==> src/design/acl_pkg.sv <==
package acl_pkg;

    // ------------------------------------------------------------------
    // register indices (byte address is four times the index)
    // ------------------------------------------------------------------
    localparam logic [5:0] IDX_DIDR  = 6'h01;
    localparam logic [5:0] IDX_CSRB  = 6'h03;
    localparam logic [5:0] IDX_CONV  = 6'h04;
    localparam logic [5:0] IDX_ISTAT = 6'h05;
    localparam logic [5:0] IDX_IMASK = 6'h06;
    localparam logic [5:0] IDX_CSR   = 6'h08;

    // ------------------------------------------------------------------
    // field positions
    // ------------------------------------------------------------------
    localparam int CSR_POWER_OFF = 7;
    localparam int CSR_BANDGAP   = 6;
    localparam int CSR_RESULT    = 5;
    localparam int CSR_FLAG      = 4;
    localparam int CSR_IRQ_EN    = 3;
    localparam int CSR_CAPT      = 2;
    localparam int CSRB_MUX_EN   = 6;
    localparam int CONV_EN       = 7;
    localparam int CHAN_W        = 5;
    localparam int ISTAT_CMP     = 0;

    // ------------------------------------------------------------------
    // reset values and codes
    // ------------------------------------------------------------------
    localparam logic [7:0] CSR_RST   = 8'h00;
    localparam logic [7:0] DIDR_RST  = 8'h00;
    localparam logic [7:0] CSRB_RST  = 8'h00;
    localparam logic [7:0] CONV_RST  = 8'h00;
    localparam logic [7:0] IMASK_RST = 8'h01;
    localparam logic [4:0] CHAN_LAST = 5'h07;

    localparam logic [1:0] MODE_TOGGLE = 2'h0;
    localparam logic [1:0] MODE_RSVD   = 2'h1;
    localparam logic [1:0] MODE_FALL   = 2'h2;
    localparam logic [1:0] MODE_RISE   = 2'h3;

    // ------------------------------------------------------------------
    // carriers
    // ------------------------------------------------------------------
    typedef struct packed {
        logic       power_off;
        logic       bandgap;
        logic       irq_enable;
        logic       capture_en;
        logic [1:0] mode;
    } acl_ctrl_t;

    typedef struct packed {
        logic       use_mux;
        logic [2:0] channel;
    } acl_neg_sel_t;

endpackage

==> src/design/acl_sync.sv <==
module acl_sync (
    // clock and reset
    input  wire logic pclk,
    input  wire logic presetn,
    // level in and out
    input  wire logic d,
    output logic      q
);

    logic meta_q;

    // first stage is read only by the second
    always_ff @(posedge pclk or negedge presetn) begin
        if (!presetn) begin
            meta_q <= 1'b0;
            q      <= 1'b0;
        end else begin
            meta_q <= d;
            q      <= meta_q;
        end
    end

endmodule // acl_sync

==> src/design/acl_edge.sv <==
module acl_edge (
    // clock and reset
    input  wire logic       pclk,
    input  wire logic       presetn,
    // synchronised level and mode
    input  wire logic       cur,
    input  wire logic [1:0] mode,
    // one-cycle event
    output logic            cmp_event
);

    logic prev_q;

    always_ff @(posedge pclk or negedge presetn) begin
        if (!presetn) begin
            prev_q <= 1'b0;
        end else begin
            prev_q <= cur;
        end
    end

    always_comb begin
        case (mode)
            acl_pkg::MODE_TOGGLE: cmp_event = cur ^ prev_q;
            acl_pkg::MODE_FALL:   cmp_event = !cur && prev_q;
            acl_pkg::MODE_RISE:   cmp_event = cur && !prev_q;
            default:              cmp_event = 1'b0;
        endcase
    end

endmodule // acl_edge

==> src/design/acl_top.sv <==
module acl_top (
    // clock and reset
    input  wire logic                 pclk,
    input  wire logic                 presetn,
    // apb slave
    input  wire logic                 psel,
    input  wire logic                 penable,
    input  wire logic                 pwrite,
    input  wire logic [7:0]           paddr,
    input  wire logic [31:0]          pwdata,
    output logic [31:0]               prdata,
    output logic                      pready,
    output logic                      pslverr,
    // comparator and processor
    input  wire logic                 cmp_raw,
    input  wire logic                 global_irq_enable,
    input  wire logic                 irq_vector_ack,
    output logic                      irq,
    // analog routing
    output logic                      comparator_power_off,
    output logic                      bandgap_select,
    output acl_pkg::acl_neg_sel_t     neg_sel,
    output logic                      capture_trigger,
    // pins
    input  wire logic [7:0]           pin_in,
    output logic [7:0]                buffer_off,
    output logic [7:0]                pin_read
);

    // ------------------------------------------------------------------
    // registers and decode
    // ------------------------------------------------------------------
    acl_pkg::acl_ctrl_t ctrl_q;
    logic               flag_q;
    logic [7:0]         didr_q;
    logic [7:0]         csrb_q;
    logic [7:0]         conv_q;
    logic [7:0]         imask_q;
    logic               result;
    logic               cmp_event;
    logic               wr;
    logic               wr_csr;
    logic               wr_istat;
    logic               flag_clr;
    logic               mux_en;
    logic               conv_en;
    logic [4:0]         chan;
    logic [7:0]         rd_byte;
    logic               hit;

    function automatic logic sel_is(input logic [7:0] a,
                                    input logic [5:0] idx);
        sel_is = (a == {idx, 2'b00});
    endfunction

    function automatic logic addr_hit(input logic [7:0] a);
        addr_hit = sel_is(a, acl_pkg::IDX_DIDR)
                 | sel_is(a, acl_pkg::IDX_CSRB)
                 | sel_is(a, acl_pkg::IDX_CONV)
                 | sel_is(a, acl_pkg::IDX_ISTAT)
                 | sel_is(a, acl_pkg::IDX_IMASK)
                 | sel_is(a, acl_pkg::IDX_CSR);
    endfunction

    // zero wait states: data was captured in the setup cycle
    assign pready   = 1'b1;
    assign hit      = addr_hit(paddr);
    assign pslverr  = psel && penable && !hit;
    assign wr       = psel && penable && pwrite && hit;
    assign wr_csr   = wr && sel_is(paddr, acl_pkg::IDX_CSR);
    assign wr_istat = wr && sel_is(paddr, acl_pkg::IDX_ISTAT);

    assign mux_en  = csrb_q[acl_pkg::CSRB_MUX_EN];
    assign conv_en = conv_q[acl_pkg::CONV_EN];
    assign chan    = conv_q[acl_pkg::CHAN_W-1:0];

    // ------------------------------------------------------------------
    // comparator result path
    // ------------------------------------------------------------------
    acl_sync u_sync (
        .pclk    (pclk),
        .presetn (presetn),
        .d       (cmp_raw),
        .q       (result)
    );

    acl_edge u_edge (
        .pclk      (pclk),
        .presetn   (presetn),
        .cur       (result),
        .mode      (ctrl_q.mode),
        .cmp_event (cmp_event)
    );

    // ------------------------------------------------------------------
    // control/status register
    // ------------------------------------------------------------------
    // result bit is not stored here, so writes to it fall away
    always_ff @(posedge pclk or negedge presetn) begin
        if (!presetn) begin
            ctrl_q <= acl_pkg::acl_ctrl_t'({acl_pkg::CSR_RST[7:6],
                                            acl_pkg::CSR_RST[3:0]});
        end else if (wr_csr) begin
            ctrl_q.power_off  <= pwdata[acl_pkg::CSR_POWER_OFF];
            ctrl_q.bandgap    <= pwdata[acl_pkg::CSR_BANDGAP];
            ctrl_q.irq_enable <= pwdata[acl_pkg::CSR_IRQ_EN];
            ctrl_q.capture_en <= pwdata[acl_pkg::CSR_CAPT];
            ctrl_q.mode       <= pwdata[1:0];
        end
    end

    // ------------------------------------------------------------------
    // interrupt flag
    // ------------------------------------------------------------------
    // a clear in the same cycle as an event loses to the event
    assign flag_clr = irq_vector_ack
                    | (wr_csr && pwdata[acl_pkg::CSR_FLAG])
                    | (wr_istat && pwdata[acl_pkg::ISTAT_CMP]);

    always_ff @(posedge pclk or negedge presetn) begin
        if (!presetn) begin
            flag_q <= 1'b0;
        end else begin
            flag_q <= cmp_event | (flag_q & !flag_clr);
        end
    end

    always_ff @(posedge pclk or negedge presetn) begin
        if (!presetn) begin
            imask_q <= acl_pkg::IMASK_RST;
        end else if (wr && sel_is(paddr, acl_pkg::IDX_IMASK)) begin
            imask_q <= {7'h00, pwdata[acl_pkg::ISTAT_CMP]};
        end
    end

    // mask defaults open so the enable bit and global_irq_enable alone gate the request
    assign irq = flag_q && ctrl_q.irq_enable && global_irq_enable
              && imask_q[acl_pkg::ISTAT_CMP];

    // ------------------------------------------------------------------
    // converter-side registers
    // ------------------------------------------------------------------
    always_ff @(posedge pclk or negedge presetn) begin
        if (!presetn) begin
            csrb_q <= acl_pkg::CSRB_RST;
        end else if (wr && sel_is(paddr, acl_pkg::IDX_CSRB)) begin
            csrb_q <= pwdata[7:0];
        end
    end

    always_ff @(posedge pclk or negedge presetn) begin
        if (!presetn) begin
            conv_q <= acl_pkg::CONV_RST;
        end else if (wr && sel_is(paddr, acl_pkg::IDX_CONV)) begin
            conv_q <= {pwdata[acl_pkg::CONV_EN], 2'h0,
                       pwdata[acl_pkg::CHAN_W-1:0]};
        end
    end

    // ------------------------------------------------------------------
    // negative input selection
    // ------------------------------------------------------------------
    // codes above channel 7 fall back to the dedicated pin
    always_ff @(posedge pclk or negedge presetn) begin
        if (!presetn) begin
            neg_sel <= '0;
        end else if (mux_en && !conv_en
                     && chan <= acl_pkg::CHAN_LAST) begin
            neg_sel.use_mux <= 1'b1;
            neg_sel.channel <= chan[2:0];
        end else begin
            neg_sel.use_mux <= 1'b0;
            neg_sel.channel <= 3'h0;
        end
    end

    // ------------------------------------------------------------------
    // analog controls and pins
    // ------------------------------------------------------------------
    assign comparator_power_off = ctrl_q.power_off;
    assign bandgap_select       = ctrl_q.bandgap;
    assign capture_trigger      = result && ctrl_q.capture_en;

    always_ff @(posedge pclk or negedge presetn) begin
        if (!presetn) begin
            didr_q <= acl_pkg::DIDR_RST;
        end else if (wr && sel_is(paddr, acl_pkg::IDX_DIDR)) begin
            didr_q <= pwdata[7:0];
        end
    end

    assign buffer_off = didr_q;
    assign pin_read   = pin_in & ~didr_q;

    // ------------------------------------------------------------------
    // read data
    // ------------------------------------------------------------------
    always_comb begin
        rd_byte = 8'h00;
        if (sel_is(paddr, acl_pkg::IDX_CSR)) begin
            rd_byte = {ctrl_q.power_off, ctrl_q.bandgap, result,
                       flag_q, ctrl_q.irq_enable, ctrl_q.capture_en,
                       ctrl_q.mode};
        end else if (sel_is(paddr, acl_pkg::IDX_DIDR)) begin
            rd_byte = didr_q;
        end else if (sel_is(paddr, acl_pkg::IDX_CSRB)) begin
            rd_byte = csrb_q;
        end else if (sel_is(paddr, acl_pkg::IDX_CONV)) begin
            rd_byte = conv_q;
        end else if (sel_is(paddr, acl_pkg::IDX_ISTAT)) begin
            rd_byte = {7'h00, flag_q};
        end else if (sel_is(paddr, acl_pkg::IDX_IMASK)) begin
            rd_byte = imask_q;
        end
    end

    // sampled in the setup cycle, held through the access cycle
    always_ff @(posedge pclk or negedge presetn) begin
        if (!presetn) begin
            prdata <= 32'h0000_0000;
        end else if (psel && !penable) begin
            prdata <= {24'h00_0000, rd_byte};
        end
    end
endmodule // acl_top

==> config.mk <==
export PLATFORM = sky130hd
export DESIGN_NAME = acl_top
export DESIGN_NICKNAME = d
export VERILOG_FILES = /design/src/design/acl_pkg.sv /design/src/design/acl_sync.sv /design/src/design/acl_edge.sv /design/src/design/acl_top.sv
export SDC_FILE = /design/constraint.sdc
export NUM_CORES = 1
export LEC_CHECK = 0
export BUFFER_PORTS_ARGS = -buffer_cell sky130_fd_sc_hd__buf_4
export CORE_ASPECT_RATIO = 1.75
export CORE_MARGIN = 3
export CORE_UTILIZATION = 35
export CTS_CLUSTER_SIZE = 16
export DETAILED_ROUTE_END_ITERATION = 7
export GPL_ROUTABILITY_DRIVEN = 0
export PLACE_DENSITY = 0.72
export SLEW_MARGIN = 20
export SYNTH_ARGS = -nofsm -noshare
export SYNTH_HDL_FRONTEND = slang
export SYNTH_SLANG_ARGS = --single-unit
==> constraint.sdc <==
create_clock -name pclk -period 1.1 [get_ports pclk]
set_input_delay 0.11 -clock pclk [delete_from_list [all_inputs] [get_ports pclk]]
set_output_delay 0.11 -clock pclk [all_outputs]
set_load 0.01 [all_outputs]
==> metrics.md, run 1 <==
| Metric | Value |
|---|---|
| Initial Util | `0.366` |
| H-Tree Depth | `2` |
| CTS tree | `done` |
| Top-count cell post-synth | `dfrtp_1` |
| Reg clk slew, reported paths | `0.05 ns` |
| Total via count in the routed design | `2021` |
| Layout Nets | `378` |
| Hold crit path type | `input port to flip-flop` |
| Finished Layout Cells | `403` |
| Number of synthesized register bits | `45` |
| Layout cells sized above 1 | `0.539` |
| Area share of the largest cell type after synthesis | `0.457` |
| Largest family of logic cells by synthesized area | `simple AND/OR/NAND/NOR gates` |
| Max stage delay on crit path | `0.61 ns` |
| DRT Pass-1 Iters | `4` |
| Final WL | `6620 um` |
| Primary FF master, synth | `dfrtp_1` |
| RSZ-0062 raised after global routing | `true` |
| Final WS setup | `-0.296 ns` |
| First-pass GRT wire length | `10100 um` |
| Post-synthesis async set-or-reset flop share | `1.00` |
| Worst Hold Depth | `2` |
| Placed Cells | `384` |
| DRC | `0` |
| Antenna cells | `0` |
| Die W | `68.7 um` |
| Final Hold Viols | `0` |
| Status | `complete, but fails checks` |
| Synth cell types | `42` |
| First DRT Iteration DRCs | `93` |
| Reg2reg setup slack | `-0.18 ns` |
| Hold slack | `0.0793 ns` |
| Mean Syn Cell Area | `11.2 um^2` |
| Port Buffers | `64` |
| Root Buffer | `clkbuf_16` |
| Top cells by count, synth | `dfrtp_1, mux2_2, buf_4, nor2b_1, nor2_1` |
| Overflow after GRT | `0` |
| Cell Rows | `39` |
| Top cell by count, worst path | `buf_6` |
| Setup TNS | `-7.70 ns` |
| Worst-skew pair later-pin latency | `0.29 ns` |
| FF-to-FF End | `prdata[7]` |
| DR vias/cell | `5.01` |
| Crit. End Element | `flip-flop` |
| All-layer global routing usage | `0.174` |
| CP required | `1.27 ns` |
| Violated checks | `setup timing` |
| CP Max Fanout | `4` |
| Worst Skew | `0.00686 ns` |
| Compound-Gate Fraction of Synth Area | `0.0805` |
| Rel. slew slack | `0.630` |
| Cells on worst reg2reg path | `4` |
| Core Box Area | `6590 um^2` |
| Largest net degree at the start of global routing | `46` |
| Multiplexer share of the synthesized area | `0.156` |
| Final Setup Violations | `34` |
| Clock sinks | `45` |
| Vias in the first global route | `2114` |
| Minimum clock period | `1.40 ns` |
| Gate Count Post-Synth | `215` |
| Crit-path slowest cell | `or4_4` |
| Crit-path cells | `buf_6 > or4_4 > nor2_4 > and3_4 > buf_6 > mux2_4` |
| Synth Area in XOR/XNOR | `0` |
| Kind of critical path | `input port to flip-flop` |
| MaxCap Viol Count | `0` |
| Initial antenna violation count | `0` |
| Reg2Reg Launch Point | `csrb_q[7]` |
| Final period util | `1.27` |
| Main area contributors after synthesis | `dfrtp_1, mux2_2, buf_4, nor2b_1, mux2i_1` |
| Final Max Slew Viols | `0` |
| Hold path endpoint | `buffer_off[5]` |
| Ys Warns | `0` |
| CP arrival | `1.56 ns` |
| Area share of fa/ha/maj cells after synthesis | `0.0104` |
| Synth area leader | `dfrtp_1` |
| Synth-to-Final Area Change | `48.3%` |
| Worst Tran Pin Value | `0.556 ns` |
| Die area | `7950 um^2` |
| VDD IR max | `917 uV` |
| Fmax | `716 MHz` |
| Antenna Nets Post-Route | `0` |
| DR WL/cell | `16.4 um` |
| P per Cell Area | `1070 nW/um^2` |
| DIE HEIGHT | `116 um` |
| DPL Wire Length | `4850 um` |
| Post-Synth Simple-Gate Area | `0.183` |
| Number of synthesized flops with an enable pin | `0` |
| Ports | `114` |
| Sequential fraction of the synthesis area | `0.468` |
| Longest Clk Path Bufs | `2` |
| Hold path start | `pwdata[5]` |
| CP Launch Type | `input port` |
| Synthesized area | `2410 um^2` |
| Leak | `1.82 nW` |
| Total CTS buffers | `5` |
sequential cells by signal, summed over array words and instances (netlist names):
name and cells:
bandgap_select 1, buffer_off 8, comparator_power_off 1, conv_q 6
csrb_q 8, ctrl_q 4, flag_q 1, imask_q 1
neg_sel 4, prdata 8, u_edge.prev_q 1, u_sync.meta_q 1
u_sync.q 1
layout make-up:
class | instances | area, um^2
inverters | 3 | 11.3
fillers | 581 | 3020
multi-input cells | 156 | 1300
repair buffers | 109 | 872
clock inverters | 1 | 5.00
well taps | 82 | 103
flip-flops and latches | 45 | 1130
clock buffers | 7 | 153
how the worst max path moves through the flow:
| stage | cells past startpoint | end | startpoint |
|---|---|---|---|
| floorplan | 6 | buffer_off[0] | paddr[1] |
| global placement | 6 | imask_q[0] | paddr[1] |
| detailed placement | 6 | imask_q[0] | paddr[1] |
| CTS | 6 | buffer_off[3] | paddr[6] |
| global route | 6 | buffer_off[3] | paddr[1] |
| finish | 6 | buffer_off[3] | paddr[1] |
worst max-delay path: cells and delay by family:
| kind | cells | cell delay [ns] |
|---|---|---|
| mux | 1 | 0.30 |
| simple gates | 3 | 0.93 |
| buf+inv | 2 | 0.22 |
layout by cell type (no fill, tap or decap), types with 2 or more instances in the layout:
cell type	instances
a21oi_1	4
a221oi_1	4
a31o_2	2
and2_1	3
and2_4	2
buf_4	94
buf_6	13
clkbuf_16	5
clkbuf_8	2
conb_1	25
dfrtp_1	44
dlygate4sd3_1	2
ha_1	2
inv_1	3
mux2_2	20
mux2_4	9
mux2i_1	5
nand2_1	4
nand2b_1	3
nand4_1	2
nand4b_1	2
nor2_1	7
nor2_2	3
nor2b_1	15
nor3_1	5
nor4b_4	2
o21ai_0	5
o21ai_1	3
o22ai_1	5
or4_4	2
metrics by stage:
step	utilization	setup slack, ns	total power, W	cell area, um^2
after floorplan	-	-0.471	0.00202	2540
after global placement	0.475	-0.607	0.00225	3130
after detailed placement	0.475	-0.645	0.00226	3130
after CTS	0.526	-0.306	0.00386	3470
after global routing	0.542	-0.311	0.00399	3570
final	0.542	-0.296	0.00383	3570
repair_timing:
| item | 4_1_cts | 5_1_grt |
|---|---|---|
| gates resized for setup | 34 | 13 |
| hold endpoints to repair | 45 | 0 |
| pin swaps | 18 | 12 |
| setup buffers | 5 | 7 |
| hold buffers | 2 | 0 |
| setup endpoints to repair | 44 | 50 |
cells by family (layout without fill, tap and decap cells):
kind of cell,count (synthesis),after routing
AOI/OAI and AO/OA,30,30
adders and majority gates,2,2
buffers and inverters,37,120
DFF,45,45
muxes,34,34
other,2,25
and+or+nand+nor,65,65
power breakdown:
group / leakage (nW) / switching [W] / internal [W]
combinational: 1.14 / 0.000285 / 0.000279
sequential: 0.605 / 0.0000319 / 0.00169
clock: 0.0799 / 0.000582 / 0.000960
routing by layer:
layer	vias up	GRT usage	part of all wire
met5	-	0	0
met4	0	0.122	0.043
met3	17	0.0291	0.067
met2	97	0.300	0.54
met1	977	0.184	0.35
li1	930	-	-
No activity file was read; power rests on OpenSTA's default activity.
==> run 2, diff against run 1 <==
--- a/config.mk
+++ b/config.mk
@@ -17,3 +17,4 @@
 export SYNTH_ARGS = -nofsm -noshare
 export SYNTH_HDL_FRONTEND = slang
 export SYNTH_SLANG_ARGS = --single-unit
+export TNS_END_PERCENT = 5
==> run 2 against run 1 <==
Against the previous run: highest routed layer unchanged; design area shrank 4.9%; total power shrank 3.0%; clock power shrank 5%; the flow still finishes with violations (setup timing); clock skew is essentially flat; via count shrank 2.8%; global-route usage shrank 0.70 points; first-iteration DRC count is the same; largest cell class unchanged; register-to-register slack gained 0.02 ns; sequential share of layout area grew 1.7 points; final cell count shrank 2.5%; die area is the same; critical endpoint is now buffer_off[5].
==> metrics.md, run 2 (synthesis gave the netlist of run 1 again) <==
| Metric | Value |
|---|---|
| CP arrival | `1.58 ns (+0.02 ns)` |
| Core Util, Final | `0.515 (-0.0268)` |
| CP Max Fanout | `5 (+1)` |
| Vias in the first global route | `1938 (-8.3%)` |
| Top cell by count, worst path | `buf_6` |
| Worst-skew pair later-pin latency | `0.29 ns (about the same)` |
| Antenna cells | `0 (unchanged)` |
| CP Launch Type | `input port` |
| Initial Util | `0.366 (unchanged)` |
| Most common cell after layout, fill and taps aside | `buf_4` |
| Layout cells sized above 1 | `0.489 (-0.0502)` |
| VDD IR max | `815 uV (-11%)` |
| First-pass GRT wire length | `9630 um (-4.3%)` |
| Crit-path cells | `buf_6 > or4_4 > nor2_4 > and3_4 > buf_6 > mux2_4` |
| Kind of critical path | `input port to flip-flop` |
| Initial antenna violation count | `0 (unchanged)` |
| Total CTS buffers | `5 (unchanged)` |
| DRT Pass-1 Iters | `4 (unchanged)` |
| Crit-path slowest cell | `or4_4` |
| Status | `complete, but fails checks` |
| DPL Wire Length | `4720 um (-2.6%)` |
| Clock sinks | `45 (unchanged)` |
| P_sw | `0.000861 W (-4.2%)` |
| Finished Layout Cells | `393 (-2.5%)` |
| Final Setup Violations | `40 (+18%)` |
| Leak | `1.73 nW (-5.2%)` |
| Final Hold Viols | `0 (unchanged)` |
| P per Cell Area | `1090 nW/um^2 (+2.0%)` |
| Total power | `0.00372 W (-3.0%)` |
| Port Buffers | `64 (unchanged)` |
| Synth-to-Final Area Change | `41.0%` |
| Largest net degree at the start of global routing | `46 (unchanged)` |
| Root Buffer | `clkbuf_16` |
| Reg clk slew, reported paths | `0.05 ns (about the same)` |
| Reg area | `1130 um^2 (+0.11%)` |
| Fmax | `709 MHz (-1.0%)` |
| Final WS setup | `-0.311 ns (-0.0142 ns)` |
| Die W | `68.7 um (unchanged)` |
| DRC | `0 (unchanged)` |
| DR WL/cell | `15.8 um (-3.7%)` |
| Final Max Slew Viols | `0 (unchanged)` |
| CTS tree | `done` |
| Hold slack | `0.0707 ns (-0.00859 ns)` |
| Rel. slew slack | `0.626 (-0.00374)` |
| Crit. End Element | `flip-flop` |
| H-Tree Depth | `2 (unchanged)` |
| Fill count | `567 (-2.4%)` |
| Area of the multi-input gates | `1220 um^2 (-5.9%)` |
| Minimum clock period | `1.41 ns (+0.0142 ns)` |
| First DRT Iteration DRCs | `93 (unchanged)` |
| Final period util | `1.28 (+0.0129)` |
| Comb pwr share | `0.139 (-0.008)` |
| Die area | `7950 um^2 (unchanged)` |
| RSZ-0062 raised after global routing | `true` |
| Placed cell area | `3100 um^2 (-0.76%)` |
| Cell Rows | `39 (unchanged)` |
| Violated checks | `setup timing` |
| Most frequent cells in the layout | `buf_4, dfrtp_1, conb_1, mux2_2, nor2b_1` |
| Ports | `114 (unchanged)` |
| CP required | `1.27 ns (about the same)` |
| DIE HEIGHT | `116 um (unchanged)` |
| Total via count in the routed design | `1964 (-2.8%)` |
| Hold crit path type | `input port to flip-flop` |
| Overflow after GRT | `0 (unchanged)` |
| Sw frac | `0.232 (-0.00295)` |
| All-layer global routing usage | `0.167 (-0.00701)` |
| Fin area | `3400 um^2 (-4.9%)` |
| Final WL | `6220 um (-6.1%)` |
| Worst Skew | `0.00727 ns (+0.000414 ns)` |
| Max stage delay on crit path | `0.60 ns (about the same)` |
| Layout Nets | `368 (-2.6%)` |
| Core Box Area | `6590 um^2 (unchanged)` |
| Flop pwr share | `0.464 (+0.014)` |
| DR vias/cell | `5.00 (-0.35%)` |
| Longest Clk Path Bufs | `2 (unchanged)` |
| Clk pwr share | `0.397 (-0.006)` |
| Antenna Nets Post-Route | `0 (unchanged)` |
| Placed Cells | `382 (-0.52%)` |
| Power Internal | `0.00285 W (-2.6%)` |
| MaxCap Viol Count | `0 (unchanged)` |
| Worst Tran Pin Value | `0.561 ns (+0.00561 ns)` |
==> run 2: changes by cell type in the layout (fill, tap and decap cells not counted), moves of 2 or more <==
cell,before,now
buf_4,94,88
buf_6,13,9
nor2_1,7,10
nor2_2,3,0
clkbuf_1,0,2
o21ai_0,5,7
==> run 2: through the flow <==
stage,setup TNS [ns],setup WS (ns)
after floorplan,-14.51,-0.471
final,-8.34,-0.311
after global placement,-22.11,-0.616
after CTS,-8.81,-0.302
after global routing,-9.88,-0.333
after detailed placement,-22.19,-0.630
==> run 2: critical path: cells and delay by family <==
kind          cells  cell delay (ns)
buf+inv           2             0.23
simple gates      3             0.93
mux               1             0.30
==> run 2: layout make-up <==
type,instances,share of cell area
clock buffer,8,0.0431
timing repair buffer,99,0.230
tap,82,0.0302
multi-input combinational,156,0.361
inverter,3,0.00332
sequential,45,0.332
==> run 2: path summary, 6_finish.rpt <==
kind | cells past startpoint | to | from | slack (ns)
max | 6 | buffer_off[5] | paddr[1] | -0.31
max in group asynchronous | 2 | buffer_off[1] | presetn | 0.32
max reg2reg | 4 | prdata[7] | csrb_q[7] | -0.16
min | 2 | buffer_off[5] | pwdata[5] | 0.07
min reg2reg | 0 | u_sync.q | u_sync.meta_q | 0.35
min in group asynchronous | 2 | buffer_off[7] | presetn | 0.37
==> run 2: power by group through the flow <==
stage	clock network, W	logic [W]	registers (W)
finish	0.00147	0.000518	0.00172
global route	0.00159	0.000572	0.00173
CTS	0.00151	0.000514	0.00172
detailed placement	0	0.000494	0.00175
global placement	0	0.000488	0.00175
floorplan	0	0.000264	0.00175
==> run 2: timing repair <==
action | 4_1_cts | 5_1_grt
buffers inserted | 1 | 0
endpoints found under the setup margin | 46 | 50
pin swaps | 5 | 6
gates cloned | 0 | 0
gates resized for setup | 25 | 5
hold endpoints to repair | 45 | 0
hold buffers | 2 | 0
==> run 2: routing by layer <==
layer  vias to the layer above  GRT usage  share of wire
li1                        908          -              -
met1                       951      0.177           0.35
met2                        86      0.290           0.54
met3                        19     0.0310          0.062
met4                         0      0.108          0.048
met5                         -          0              0
==> run 3, diff against run 2 <==
--- a/config.mk
+++ b/config.mk
@@ -17,4 +17,4 @@
 export SYNTH_ARGS = -nofsm -noshare
 export SYNTH_HDL_FRONTEND = slang
 export SYNTH_SLANG_ARGS = --single-unit
-export TNS_END_PERCENT = 5
+export TNS_END_PERCENT = 20
==> run 3 against run 2 <==
Against the previous run: the flow still finishes with violations (setup timing); maximum frequency is 0.16% higher; largest cell class unchanged; die area is the same; final cell count did not move; highest routed layer unchanged.
==> metrics.md, run 3 (synthesis gave the netlist of run 1 again) <==
| Metric | Value |
|---|---|
| Sw frac | `0.234 (+0.00208)` |
| CP Max Fanout | `5 (unchanged)` |
| CP arrival | `1.58 ns (about the same)` |
| Largest net degree at the start of global routing | `46 (unchanged)` |
| Antenna Nets Post-Route | `0 (unchanged)` |
| First-pass GRT wire length | `9650 um (+0.22%)` |
| H-Tree Depth | `2 (unchanged)` |
| Layout Nets | `368 (unchanged)` |
| Initial Util | `0.366 (unchanged)` |
| Port Buffers | `64 (unchanged)` |
| Final WL | `6270 um (+0.87%)` |
| Final period util | `1.28 (-0.00211)` |
| Kind of critical path | `input port to flip-flop` |
| Layout cells sized above 1 | `0.489 (unchanged)` |
| Flop pwr share | `0.463 (about the same)` |
| CP Launch Type | `input port` |
| Total power | `0.00373 W (+0.28%)` |
| Leak | `1.73 nW (unchanged)` |
| Comb pwr share | `0.139 (about the same)` |
| DRT Pass-1 Iters | `4 (unchanged)` |
| DPL Wire Length | `4720 um (unchanged)` |
| Clock sinks | `45 (unchanged)` |
| Worst Tran Pin Value | `0.560 ns (-0.00175 ns)` |
| DIE HEIGHT | `116 um (unchanged)` |
| Final Setup Violations | `40 (unchanged)` |
| DR WL/cell | `16.0 um (+0.87%)` |
| Cell Rows | `39 (unchanged)` |
| MaxCap Viol Count | `0 (unchanged)` |
| Power Internal | `0.00285 W (about the same)` |
| CP required | `1.27 ns (about the same)` |
| Overflow after GRT | `0 (unchanged)` |
| Total via count in the routed design | `1985 (+1.1%)` |
| DR vias/cell | `5.05 (+1.1%)` |
| Final Hold Viols | `0 (unchanged)` |
| All-layer global routing usage | `0.168 (+0.00137)` |
| Root Buffer | `clkbuf_16` |
| Most frequent cells in the layout | `buf_4, dfrtp_1, conb_1, mux2_2, nor2b_1` |
| Synth-to-Final Area Change | `41.0% (unchanged)` |
| Worst Skew | `0.00818 ns (+0.000907 ns)` |
| RSZ-0062 raised after global routing | `true` |
| Longest Clk Path Bufs | `2 (unchanged)` |
| Finished Layout Cells | `393 (unchanged)` |
| VDD IR max | `815 uV (about the same)` |
| Clk pwr share | `0.398 (about the same)` |
| Ports | `114 (unchanged)` |
| Most common cell after layout, fill and taps aside | `buf_4` |
| Violated checks | `setup timing` |
| Fmax | `710 MHz (+0.16%)` |
| Placed Cells | `382 (unchanged)` |
| Fill count | `567 (unchanged)` |
| Minimum clock period | `1.41 ns (-0.00232 ns)` |
| Total CTS buffers | `5 (unchanged)` |
| P per Cell Area | `1100 nW/um^2 (+0.28%)` |
| Rel. slew slack | `0.627 (+0.00116)` |
| Hold crit path type | `input port to flip-flop` |
| Antenna cells | `0 (unchanged)` |
| Reg clk slew, reported paths | `0.05 ns (about the same)` |
| Die W | `68.7 um (unchanged)` |
| Core Box Area | `6590 um^2 (unchanged)` |
| CTS tree | `done` |
| Status | `complete, but fails checks` |
| Worst-skew pair later-pin latency | `0.29 ns (about the same)` |
| Final Max Slew Viols | `0 (unchanged)` |
| P_sw | `0.000871 W (+1.2%)` |
| Crit. End Element | `flip-flop` |
| Initial antenna violation count | `0 (unchanged)` |
| DRC | `0 (unchanged)` |
| Die area | `7950 um^2 (unchanged)` |
| First DRT Iteration DRCs | `93 (unchanged)` |
| Vias in the first global route | `1952 (+0.72%)` |
| Final WS setup | `-0.308 ns (+0.00232 ns)` |
==> run 3: cell counts in the layout (fill, tap and decap cells not counted) <==
No cell type changed its count.
==> run 3: final cells by class <==
| cell class | instances | area [um^2] | area share |
|---|---|---|---|
| Clock buffer | 8 | 146 | 0.0431 |
| Inverter | 3 | 11.3 | 0.00332 |
| Multi-Input combinational cell | 156 | 1220 | 0.361 |
| Sequential cell | 45 | 1130 | 0.332 |
| Tap cell | 82 | 103 | 0.0302 |
| Timing Repair Buffer | 99 | 782 | 0.230 |
==> run 3: timing repair <==
| item | in CTS | in global routing |
|---|---|---|
| setup endpoints to repair | 46 | 50 |
| gates cloned | 0 | 0 |
| buffers inserted | 1 | 0 |
| hold buffers | 2 | 0 |
| pin swaps | 5 | 6 |
| endpoints found under the hold margin | 45 | 0 |
| resized for setup | 25 | 5 |
==> run 3: worst max-delay path: stages <==
cell    delay (ns)
buf_6         0.09
or4_4         0.61
nor2_4        0.12
and3_4        0.21
buf_6         0.13
mux2_4        0.30
==> run 3: final timing paths <==
check                         startpoint             to  slack (ns)  depth (start not counted)
max                             paddr[1]  buffer_off[5]       -0.31                          6
min                            pwdata[5]  buffer_off[5]        0.07                          2
max reg2reg                    csrb_q[7]      prdata[7]       -0.16                          4
min reg2reg                u_sync.meta_q       u_sync.q        0.35                          0
max in group asynchronous        presetn  buffer_off[1]        0.32                          2
min in group asynchronous        presetn  buffer_off[7]        0.37                          2
==> run 3: layer usage <==
| metal | up-vias | wire length, um | GRT usage |
|---|---|---|---|
| li1 | 908 | - | - |
| met1 | 963 | 2230 | 0.178 |
| met2 | 89 | 3350 | 0.287 |
| met3 | 25 | 359 | 0.0310 |
| met4 | 0 | 331 | 0.122 |
| met5 | - | 0 | 0 |
==> run 3: power by group through the flow <==
stage                     clock network [W]  registers [W]  logic (W)
after floorplan                           0        0.00175   0.000264
after global placement                    0        0.00175   0.000488
after detailed placement                  0        0.00175   0.000494
after CTS                           0.00151        0.00172   0.000514
after global routing                0.00160        0.00173   0.000572
final                               0.00148        0.00172   0.000519
==> run 3: metrics by stage <==
stage / util / hold slack (ns) / TNS [ns] / instance area, um^2 / setup WS (ns)
6_report: 0.515 / 0.0682 / -8.35 / 3400 / -0.308
5_1_grt: 0.515 / 0.0589 / -9.82 / 3400 / -0.331
4_1_cts: 0.512 / 0.0628 / -8.81 / 3370 / -0.302
3_5_place_dp: 0.471 / 0.138 / -22.19 / 3100 / -0.630
3_3_place_gp: 0.471 / 0.141 / -22.11 / 3100 / -0.616
2_1_floorplan: - / -0.186 / -14.51 / 2520 / -0.471
